$ cat src/shared/cmr_pkg.sv
// Constants, carriers and helpers for the collision and mode register block
package cmr_pkg;

  // ****************************************************************
  // Register offsets and field positions
  // ****************************************************************
  localparam int unsigned ADDR_W        = 6;
  localparam logic [5:0]  OFS_COLL      = 6'h0e;
  localparam logic [5:0]  OFS_RSV_A     = 6'h0f;
  localparam logic [5:0]  OFS_RSV_B     = 6'h10;
  localparam logic [5:0]  OFS_MODE      = 6'h11;
  localparam int unsigned COLL_KEEP_BIT = 7;
  localparam int unsigned COLL_INV_BIT  = 5;
  localparam int unsigned MODE_MSB_BIT  = 7;
  localparam int unsigned MODE_WAIT_BIT = 5;
  localparam int unsigned MODE_POL_BIT  = 3;

  // ****************************************************************
  // Values after reset
  // ****************************************************************
  localparam logic [7:0]  MODE_RST      = 8'h3f;
  localparam logic [7:0]  MODE_RSV_READ = 8'h14;
  localparam logic [7:0]  RSV_RST       = 8'h00;
  localparam logic        COLL_KEEP_RST = 1'b1;

  // ****************************************************************
  // Counts and CRC seeds
  // ****************************************************************
  localparam logic [5:0]  POS_SPAN      = 6'h20;
  localparam logic [5:0]  BIT_CNT_MAX   = 6'h21;
  localparam logic [15:0] SEED_0        = 16'h0000;
  localparam logic [15:0] SEED_1        = 16'h6363;
  localparam logic [15:0] SEED_2        = 16'ha671;
  localparam logic [15:0] SEED_3        = 16'hffff;
  localparam logic [1:0]  FRAMING_B     = 2'h3;

  // ****************************************************************
  // Types
  // ****************************************************************
  typedef struct packed {
    logic       msb_order;
    logic       wait_field;
    logic       env_pol;
    logic [1:0] seed_sel;
  } cmr_mode_s;

  typedef struct packed {
    logic       wr;
    logic       rd;
    logic [5:0] addr;
    logic [7:0] wdata;
  } cmr_host_req_s;

  typedef struct packed {
    logic frame_start;
    logic data_valid;
    logic data_bit;
    logic collision;
    logic frame_end;
  } cmr_rx_s;

  typedef enum logic {CMR_IDLE, CMR_IN_FRAME} cmr_frame_e;

  // ****************************************************************
  // Helpers
  // ****************************************************************
  function automatic logic [7:0] cmr_rev8(input logic [7:0] v);
    logic [7:0] r;
    r = 8'h00;
    for (int i = 0; i < 8; i++) begin
      r[i] = v[7-i];
    end
    return r;
  endfunction : cmr_rev8

  function automatic logic [15:0] cmr_seed_lut(input logic [1:0] sel);
    logic [15:0] s;
    s = SEED_0;
    case (sel)
      2'h1:    s = SEED_1;
      2'h2:    s = SEED_2;
      2'h3:    s = SEED_3;
      default: s = SEED_0;
    endcase
    return s;
  endfunction : cmr_seed_lut

endpackage : cmr_pkg

$ cat src/verilog/cmr_regs.sv
// Collision report and general mode registers with their side logic
`timescale 1ns/100ps
module cmr_regs (
  // Clock, reset, enable
  input  wire logic                   clock_i,
  input  wire logic                   rst_b_i,
  input  wire logic                   ce_i,
  // Host register port
  input  wire cmr_pkg::cmr_host_req_s host_i,
  output logic                 [7:0]  rdata_o,
  output logic                        rvalid_o,
  // Receiver side
  input  wire cmr_pkg::cmr_rx_s       rx_i,
  input  wire logic            [2:0]  rx_align_i,
  output logic                        rx_out_valid_o,
  output logic                        rx_out_bit_o,
  output logic                 [2:0]  rx_out_pos_o,
  // CRC coprocessor side
  input  wire logic                   crc_rf_comm_i,
  input  wire logic                   crc_rx_dir_i,
  input  wire logic            [1:0]  tx_framing_i,
  input  wire logic            [1:0]  rx_framing_i,
  input  wire logic            [15:0] crc_raw_i,
  output logic                        crc_msb_first_o,
  output logic                 [15:0] crc_seed_o,
  output logic                 [15:0] crc_result_o,
  // Transmitter side
  input  wire logic                   tx_start_req_i,
  input  wire logic                   rf_field_on_i,
  output logic                        tx_start_o,
  // Envelope input
  input  wire logic                   envelope_input_pin_i,
  output logic                        env_internal_b_o,
  output logic                        envelope_input_active_event_o
);
  import cmr_pkg::*;

  // ****************************************************************
  // Host registers
  // ****************************************************************
  cmr_mode_s  mode, next_mode;
  logic       keep, next_keep;
  logic       pos_invalid;
  logic [4:0] pos;
  logic [7:0] next_rdata;
  logic       next_rvalid;
  logic       next_event;
  logic       wr_mode;
  logic       wr_coll;

  // Address decode for this part of the bank
  always_comb begin
    wr_mode = host_i.wr && (host_i.addr == OFS_MODE);
    wr_coll = host_i.wr && (host_i.addr == OFS_COLL);
  end

  // Next values for writable fields and read data
  always_comb begin
    next_mode   = mode;
    next_keep   = keep;
    next_event  = 1'b0;
    next_rdata  = 8'h00;
    next_rvalid = host_i.rd;
    if (wr_coll) begin
      next_keep = host_i.wdata[COLL_KEEP_BIT];
    end
    if (wr_mode) begin
      next_mode.msb_order  = host_i.wdata[MODE_MSB_BIT];
      next_mode.wait_field = host_i.wdata[MODE_WAIT_BIT];
      next_mode.env_pol    = host_i.wdata[MODE_POL_BIT];
      next_mode.seed_sel   = host_i.wdata[1:0];
      // Any change of polarity looks like an envelope edge
      next_event = host_i.wdata[MODE_POL_BIT] != mode.env_pol;
    end
    if (host_i.rd) begin
      case (host_i.addr)
        OFS_COLL:  next_rdata = {keep, 1'b0, pos_invalid, pos};
        OFS_RSV_A: next_rdata = RSV_RST;
        OFS_RSV_B: next_rdata = RSV_RST;
        // Reserved bits 4 and 2 show the reset pattern and never change
        OFS_MODE:  next_rdata = MODE_RSV_READ | {mode.msb_order, 1'b0, mode.wait_field, 1'b0,
                                                  mode.env_pol, 1'b0, mode.seed_sel};
        default:   next_rdata = 8'h00;
      endcase
    end
  end

  // Register the host-visible state
  always_ff @(posedge clock_i or negedge rst_b_i) begin
    if (!rst_b_i) begin
      mode.msb_order                <= MODE_RST[MODE_MSB_BIT];
      mode.wait_field               <= MODE_RST[MODE_WAIT_BIT];
      mode.env_pol                  <= MODE_RST[MODE_POL_BIT];
      mode.seed_sel                 <= MODE_RST[1:0];
      keep                          <= COLL_KEEP_RST;
      rdata_o                       <= 8'h00;
      rvalid_o                      <= 1'b0;
      envelope_input_active_event_o <= 1'b0;
    end else if (ce_i) begin
      mode                          <= next_mode;
      keep                          <= next_keep;
      rdata_o                       <= next_rdata;
      rvalid_o                      <= next_rvalid;
      envelope_input_active_event_o <= next_event;
    end
  end

  // ****************************************************************
  // Collision tracking
  // ****************************************************************
  cmr_frame_e frame, next_frame;
  logic [5:0] cnt, next_cnt;
  logic       seen, next_seen;
  logic       next_invalid;
  logic [4:0] next_pos;
  logic       next_out_valid;
  logic       next_out_bit;
  logic [2:0] next_out_pos;
  logic [5:0] idx;

  // Count data bits only; the receiver strobes no parity or framing bits
  always_comb begin
    next_frame     = frame;
    next_cnt       = cnt;
    next_seen      = seen;
    next_invalid   = pos_invalid;
    next_pos       = pos;
    next_out_valid = 1'b0;
    next_out_bit   = 1'b0;
    next_out_pos   = rx_out_pos_o;
    idx            = cnt + 6'h01;
    case (frame)
      CMR_IDLE: begin
        if (rx_i.frame_start) begin
          next_frame   = CMR_IN_FRAME;
          next_cnt     = 6'h00;
          next_seen    = 1'b0;
          next_invalid = 1'b1;
          next_pos     = 5'h00;
        end
      end
      CMR_IN_FRAME: begin
        if (rx_i.data_valid) begin
          // Saturate so long frames cannot wrap back into range
          if (cnt != BIT_CNT_MAX) begin
            next_cnt = idx;
          end
          if (rx_i.collision && !seen) begin
            next_seen = 1'b1;
            if (idx <= POS_SPAN) begin
              next_invalid = 1'b0;
              next_pos     = idx[4:0];
            end
          end
          next_out_valid = 1'b1;
          // Collided bit and all later ones are cleared unless kept
          next_out_bit   = (!keep && (seen || rx_i.collision)) ? 1'b0 : rx_i.data_bit;
          next_out_pos   = rx_align_i + cnt[2:0];
        end
        if (rx_i.frame_end) begin
          next_frame = CMR_IDLE;
        end
      end
      default: next_frame = CMR_IDLE;
    endcase
  end

  // Register collision state; reset values are not part of the contract
  always_ff @(posedge clock_i or negedge rst_b_i) begin
    if (!rst_b_i) begin
      frame          <= CMR_IDLE;
      cnt            <= 6'h00;
      seen           <= 1'b0;
      pos_invalid    <= 1'b1;
      pos            <= 5'h00;
      rx_out_valid_o <= 1'b0;
      rx_out_bit_o   <= 1'b0;
      rx_out_pos_o   <= 3'h0;
    end else if (ce_i) begin
      frame          <= next_frame;
      cnt            <= next_cnt;
      seen           <= next_seen;
      pos_invalid    <= next_invalid;
      pos            <= next_pos;
      rx_out_valid_o <= next_out_valid;
      rx_out_bit_o   <= next_out_bit;
      rx_out_pos_o   <= next_out_pos;
    end
  end

  // ****************************************************************
  // CRC, transmitter and envelope qualifiers
  // ****************************************************************
  logic        next_msb_first;
  logic [15:0] next_seed;
  logic [15:0] seed_sel_val;
  logic [15:0] next_result;
  logic        next_tx_start;
  logic        next_env_b;

  cmr_crc_seed u_seed (
    .seed_sel_i   (mode.seed_sel),
    .rf_comm_i    (crc_rf_comm_i),
    .rx_dir_i     (crc_rx_dir_i),
    .tx_framing_i (tx_framing_i),
    .rx_framing_i (rx_framing_i),
    .seed_o       (seed_sel_val)
  );

  // Qualify mode bits against the live status of the datapath
  always_comb begin
    next_msb_first = mode.msb_order && !crc_rf_comm_i;
    next_seed      = seed_sel_val;
    next_result    = crc_raw_i;
    if (next_msb_first) begin
      next_result = {cmr_rev8(crc_raw_i[15:8]), cmr_rev8(crc_raw_i[7:0])};
    end
    // With wait_field set, a request without field is dropped, not held; the sequencer retries
    next_tx_start = tx_start_req_i && (!mode.wait_field || rf_field_on_i);
    // Internal envelope is active low whichever pin polarity is chosen
    next_env_b    = mode.env_pol ? !envelope_input_pin_i : envelope_input_pin_i;
  end

  // Register the qualified outputs
  always_ff @(posedge clock_i or negedge rst_b_i) begin
    if (!rst_b_i) begin
      crc_msb_first_o  <= 1'b0;
      crc_seed_o       <= SEED_0;
      crc_result_o     <= 16'h0000;
      tx_start_o       <= 1'b0;
      env_internal_b_o <= 1'b1;
    end else if (ce_i) begin
      crc_msb_first_o  <= next_msb_first;
      crc_seed_o       <= next_seed;
      crc_result_o     <= next_result;
      tx_start_o       <= next_tx_start;
      env_internal_b_o <= next_env_b;
    end
  end

  // ****************************************************************
  // Checks
  // ****************************************************************
  chk_discard_after: assert property (@(posedge clock_i) disable iff (!rst_b_i)
    ce_i && frame == CMR_IN_FRAME && rx_i.data_valid && !keep && (seen || rx_i.collision)
    |=> rx_out_valid_o && !rx_out_bit_o)
    else $error("bit kept after collision");

  chk_invalid_nocoll: assert property (@(posedge clock_i) disable iff (!rst_b_i)
    ce_i && rx_i.frame_start && frame == CMR_IDLE |=> pos_invalid)
    else $error("invalid flag not set at frame start");

  chk_pos_first: assert property (@(posedge clock_i) disable iff (!rst_b_i)
    ce_i && frame == CMR_IN_FRAME && rx_i.data_valid && rx_i.collision && !seen && cnt < 6'h1f
    |=> !pos_invalid && pos == $past(cnt[4:0]) + 5'h01)
    else $error("collision position wrong");

  chk_pos_wrap: assert property (@(posedge clock_i) disable iff (!rst_b_i)
    ce_i && frame == CMR_IN_FRAME && rx_i.data_valid && rx_i.collision && !seen && cnt == 6'h1f
    |=> !pos_invalid && pos == 5'h00)
    else $error("thirty-second bit not reported as zero");

  chk_msb_rf_off: assert property (@(posedge clock_i) disable iff (!rst_b_i)
    ce_i && crc_rf_comm_i |=> !crc_msb_first_o && crc_result_o == $past(crc_raw_i))
    else $error("msb order applied during RF");

  chk_crc_reverse: assert property (@(posedge clock_i) disable iff (!rst_b_i)
    ce_i && mode.msb_order && !crc_rf_comm_i
    |=> crc_result_o[15] == $past(crc_raw_i[8]) && crc_result_o[0] == $past(crc_raw_i[7]))
    else $error("crc bytes not reversed");

  chk_tx_gate: assert property (@(posedge clock_i) disable iff (!rst_b_i)
    ce_i && mode.wait_field && !rf_field_on_i |=> !tx_start_o)
    else $error("transmitter started without field");

  chk_env_event: assert property (@(posedge clock_i) disable iff (!rst_b_i)
    ce_i && wr_mode && host_i.wdata[MODE_POL_BIT] != mode.env_pol
    |=> envelope_input_active_event_o ##1 (!ce_i || !envelope_input_active_event_o || wr_mode))
    else $error("polarity change without event");

  chk_rsv_zero: assert property (@(posedge clock_i) disable iff (!rst_b_i)
    ce_i && host_i.rd && (host_i.addr == OFS_RSV_A || host_i.addr == OFS_RSV_B)
    |=> rvalid_o && rdata_o == 8'h00)
    else $error("reserved slot not zero");

  chk_seed_std: assert property (@(posedge clock_i) disable iff (!rst_b_i)
    ce_i && !crc_rf_comm_i && mode.seed_sel == 2'h2 |=> crc_seed_o == 16'ha671)
    else $error("standalone seed wrong");

endmodule : cmr_regs

$ cat src/verilog/cmr_crc_seed.sv
// CRC seed selection for standalone and RF operation
`timescale 1ns/100ps
module cmr_crc_seed (
  // Selection inputs
  input  wire logic [1:0]  seed_sel_i,
  input  wire logic        rf_comm_i,
  input  wire logic        rx_dir_i,
  input  wire logic [1:0]  tx_framing_i,
  input  wire logic [1:0]  rx_framing_i,
  // Seed
  output logic      [15:0] seed_o
);
  import cmr_pkg::*;

  logic [1:0] framing;

  // During RF traffic the framing of the active direction decides the seed
  always_comb begin
    framing = rx_dir_i ? rx_framing_i : tx_framing_i;
    if (rf_comm_i) begin
      seed_o = (framing == FRAMING_B) ? SEED_3 : SEED_1;
    end else begin
      seed_o = cmr_seed_lut(seed_sel_i);
    end
  end

endmodule : cmr_crc_seed

$ cat config.mk
export PLATFORM = sky130hd
export DESIGN_NAME = cmr_regs
export DESIGN_NICKNAME = d
export VERILOG_FILES = /design/src/shared/cmr_pkg.sv /design/src/verilog/cmr_regs.sv /design/src/verilog/cmr_crc_seed.sv
export SDC_FILE = /design/constraint.sdc
export NUM_CORES = 1
export LEC_CHECK = 0
export ABC_AREA = 1
export BUFFER_PORTS_ARGS = -buffer_cell sky130_fd_sc_hd__buf_2
export CORE_MARGIN = 2
export CORE_UTILIZATION = 25
export CTS_CLUSTER_DIAMETER = 150
export DETAILED_ROUTE_END_ITERATION = 6
export PLACE_DENSITY = 0.45
export SYNTH_ARGS = -nofsm -noshare
export SYNTH_HDL_FRONTEND = slang
export SYNTH_SLANG_ARGS = --single-unit
$ cat constraint.sdc
create_clock -name clock_i -period 1.8 [get_ports clock_i]
set_input_delay 0.36 -clock clock_i [delete_from_list [all_inputs] [get_ports clock_i]]
set_output_delay 0.36 -clock clock_i [all_outputs]
set_load 0.1 [all_outputs]
* Word level (Yosys, flattened, before mapping)
Index checks and enable logic that the tools add are counted.
W data, S select, Z words.
** Storage, ports and cells
- Register bits :: 70
- Input bits :: 52
** Cells by class
- Add/sub/neg operators :: 2
- Reductions and logical operators :: 19
- Multiplexer cells :: 35
- Magnitude comparators :: 1
- Equality and inequality tests :: 13
- Bitwise logic cells :: 1
** Operators with widths (number)
- $mux W16 :: 3
- $pmux W16 S3 :: 1
- $mux W5 :: 4
- $mux W6 :: 3
- $mux W1 :: 16
- $pmux W8 S2 :: 1
- $pmux W6 S2 :: 1
- $pmux W5 S2 :: 1
- $mux W8 :: 1
- $reduce_and A4 Y1 :: 2
- $add A6 B1 Y6 const B :: 1
- $eq A2 B2 Y1 const B :: 3
- $eq A6 B4 Y1 const B :: 1
- $eq A6 B5 Y1 const B :: 1
- $le A6 B6 Y1 const B :: 1
- $logic_and A1 B1 Y1 :: 6
- $ne A2 B1 Y1 const B :: 3
- $ne A6 B6 Y1 const B :: 1
- $pmux W1 S2 :: 3
- $logic_not A1 Y1 :: 5
- $reduce_and A5 Y1 :: 1
- $ne A2 B2 Y1 const B :: 2
- $reduce_and A2 Y1 :: 2
- $add A3 B3 Y3 :: 1
- 6 further kinds :: 7

* Longest topological paths before layout
- Depth after elaboration :: 6
- Mapped depth :: 10
- Gate-level depth less buffers :: 10

* Hierarchy
From an unflattened synthesis, not the netlist that was laid out.
** Second synthesis, totals
- Cell total of the unflattened synthesis :: 401
- Area, all modules :: 3323.2 um2
** By module, submodules not included
- cmr_regs :: seq. area each 1735.4 um2, cells each 376, instances 1, area each 3176.8 um2
- cmr_crc_seed :: seq. area each 0.0 um2, cells each 25, instances 1, area each 146.4 um2

* Least setup slack after synthesis
Ideal clock, no wire load.
- Path kind :: register to output
- Start :: reg crc_seed_o[13]
- End :: out crc_seed_o[13]
- Slack :: 0.050 ns
- Cell stages (with the launch flop) :: 2
- Required time :: 1.440 ns
- Data arrival time :: 1.390 ns
- Cells stage by stage :: dfrtp_1 > buf_4
** RTL lines
- start: declaration :: line cmr_regs.sv:25 : output logic [15:0] crc_seed_o,
- start signal: assignment :: line cmr_regs.sv:234 : crc_seed_o <= next_seed;
No word-level cell between the ends.

* Worst setup path after layout
- Start :: reg env_internal_b_o
- End :: out env_internal_b_o
** RTL lines
- start: declaration :: line cmr_regs.sv:33 : output logic env_internal_b_o,
- start signal: assignment :: line cmr_regs.sv:237 : env_internal_b_o <= next_env_b;
No word-level cell between the ends.

==> impl_metrics.toml <==
[sta]
fin_tns_setup_ps = 0
fmax_ghz = 0.619
setup_viol = 0
worst_pin_slew_ps = 512
skew_ps = 2.83
period_share = 0.898
hold_viol_final = 0
final_max_slew_viol_count = 0
fin_crit_ps = 1620
maxSlewHeadroom = 0.661
rsz0062_at_grt = "no"

[setup_path]
worstSetupStartpointType = "flop"
path_delay_family = "flip-flops"
critPathArrivalTime_ps = 1260
critPathCaptureType = "output pin"
critPathSlowestCell = "dfstp_2"
critPathMaxFanout = 2
path_cells = "buf_2"
worst-path-buf-inv = 1
crit_type = "reg2out"
critPathMaxStageDelay_ps = 520
crit_required_ps = 1440

[clocking]
numCtsBuffers = 9
cts_resized = 0
insertion_delay_ps = 320
numClockSinks = 57
cts_htree_levels = 3
clk_pin_slew_ps = 50
cts_setup_buffers = 0
hold_buffers = 0
cts_tree = "built"
clock-root-buffer = "clkbuf_16"
clk_path_buf_depth = 2

[global_route]
grt_pass1_wl_um = 12200
gr-total-overflow = 0
grt_use_total = 0.123
antenna_found_initial = 0
grt_pass1_vias = 2456
grt_max_degree = 58

[synthesis]
ys_ff_latch = 57
yosysSeqAreaShare = 0.500
synth_area_um2 = 2870
synth_fp_nets = 395
synth_cell_types = 40
syn_area_per_cell_um2 = 8.46
ys_warn_count = 0
netlist_instances = 339

[detailed_routing]
dr.first_iter.drc_count = 121
via_count = 2551
dr.pass1.iters = 4
routed_via_density = 4.42
wire_per_inst_um = 12.8
postRouteAntennaNets = 0
routed_wirelength_um = 7370
drc_errors = 0

[power]
vdd.ir_drop.worst_v = 0.000516
power_density_nw_per_um2 = 1290
leakage_uw = 0.00190

[die]
start_util = 0.253
die_height_um = 111
ioPinCount = 102
core_area_um2 = 11300
fp.dieArea_um2 = 12300
die_x_um = 111
core.rowCount = 39

[layout]
nets = 485
stdcell_count = 577
final_common_cell = "buf_2"
n_antenna_cell = 0
most-common-layout-cells = "buf_2, nand2_1, dfrtp_1"
fillers = 1206
multiInputGateArea_um2 = 1190
drive_gt1_frac = 0.329
syn_to_final_growth_pct = 29.7
regArea_um2 = 1440

[place]
port_buffers = 97
place.gp.congestion = 0.802
detailed_place_hpwl_um = 5370
place_inst = 561

[job]
drv_cap = 0

[hold_path]
hold_class = "in2async"

[status]
status = "finished, final reports clean"
## layer usage
layer | wire length, µm | part of all wire | GRT usage
met3 | 410 | 0.056 | 0.0361
met5 | 0 | 0 | 0
met4 | 75 | 0.010 | 0.0370
met2 | 3500 | 0.47 | 0.203
met1 | 3380 | 0.46 | 0.156
## power breakdown
group | leakage [µW] | total [µW] | internal [µW] | switching, µW
Clock | 0.000144 | 1670 | 1100 | 569
Sequential | 0.000706 | 1610 | 1470 | 133
Combinational | 0.00105 | 1510 | 293 | 1220
## final timing paths
kind                                              start                      endpoint  slack, ps  cells after the start
max                        env_internal_b_o$_DFFE_PN1P_              env_internal_b_o        180                      1
min reg2reg                     pos_invalid$_DFFE_PN1P_       pos_invalid$_DFFE_PN1P_        470                      2
max in group asynchronous                       rst_b_i  env_internal_b_o$_DFFE_PN1P_       1450                      2
min in group clock_i                          host_i[0]           mode[0]$_DFFE_PN1P_        250                      3
max reg2reg                          cnt[0]$_DFFE_PN0P_   rx_out_pos_o[2]$_DFFE_PN0P_        250                      6
min                                             rst_b_i          rvalid_o$_DFFE_PN0P_         40                      2
## through the flow
stage	worst slack (ps)	total power (µW)	util	instance area [µm²]	hold slack (ps)
after global routing	96.4	5020	0.329	3720	59.6
after floorplan	49.8	2850	-	2870	64.4
after CTS	164	4870	0.329	3720	55.3
after global placement	237	3150	0.303	3430	399
after detailed placement	248	3160	0.303	3430	398
final	184	4790	0.329	3720	40.7
## final cells by class
class	count	area share
sequential	57	0.386
timing repair buffer	102	0.144
clock buffer	13	0.0673
clock inverter	3	0.0108
inverter	23	0.0239
multi-input combinational	236	0.320
tap	143	0.0481
## sequential cells by signal, summed over array words and instances, names as in the netlist
signal and count:
pos_invalid 1, seen 1, rvalid_o 1, crc_msb_first_o 1
crc_result_o 16, frame 1, keep 1, mode 5
crc_seed_o 4, rx_out_valid_o 1, cnt 6, rx_out_bit_o 1
envelope_input_active_event_o 1, rdata_o 7, tx_start_o 1, env_internal_b_o 1
pos 5, rx_out_pos_o 3
## logic make-up after synthesis
logic type	count (synthesis)	synth area share
and+or+nand+nor	155	0.236
AOI/OAI and AO/OA	70	0.138
DFF	57	0.500
buffers and inverters	46	0.0842
xor gates and xnor gates	5	0.0153
adders and majority gates	4	0.0201
other	1	0.00131
muxes	1	0.00393
## worst register-to-register path, stage by stage, from the launching register on
cell and delay, ps:
dfrtp_1 430, ha_1 180, inv_1 50, fa_1 370, xnor2_1 180, xnor2_1 130
o21ai_0 80
## cells in the mapped netlist
library cell,instances,area share
a21oi_1,10,0.017
nand3b_1,1,0.0026
o31ai_1,1,0.0026
clkbuf_1,3,0.0039
fa_1,1,0.0070
o22ai_1,1,0.0022
a21oi_2,1,0.0031
nor3_1,1,0.0017
ha_1,3,0.013
xor2_1,1,0.0031
xnor2_1,4,0.012
nand2_4,1,0.0039
a21oi_4,1,0.0057
nor2_2,3,0.0065
inv_2,3,0.0039
nand2_2,3,0.0065
buf_2,5,0.0087
a21o_1,4,0.010
buf_4,14,0.037
o21ai_2,3,0.0092
buf_6,1,0.0039
o21ai_1,5,0.0087
nand2_1,89,0.12
nor2_4,1,0.0039
mux2_2,1,0.0039
dfstp_2,7,0.064
nand3_4,1,0.0061
o2111ai_1,1,0.0031
o21a_1,1,0.0026
nand3_2,1,0.0035
dfrtp_1,50,0.44
o21ai_0,42,0.073
nor3_4,1,0.0057
conb_1,1,0.0013
clkinv_1,2,0.0026
inv_1,17,0.022
nand4_1,3,0.0065
inv_4,1,0.0022
nor2_1,33,0.043
nand3_1,17,0.030
No activity file was read; power rests on OpenSTA's default activity.
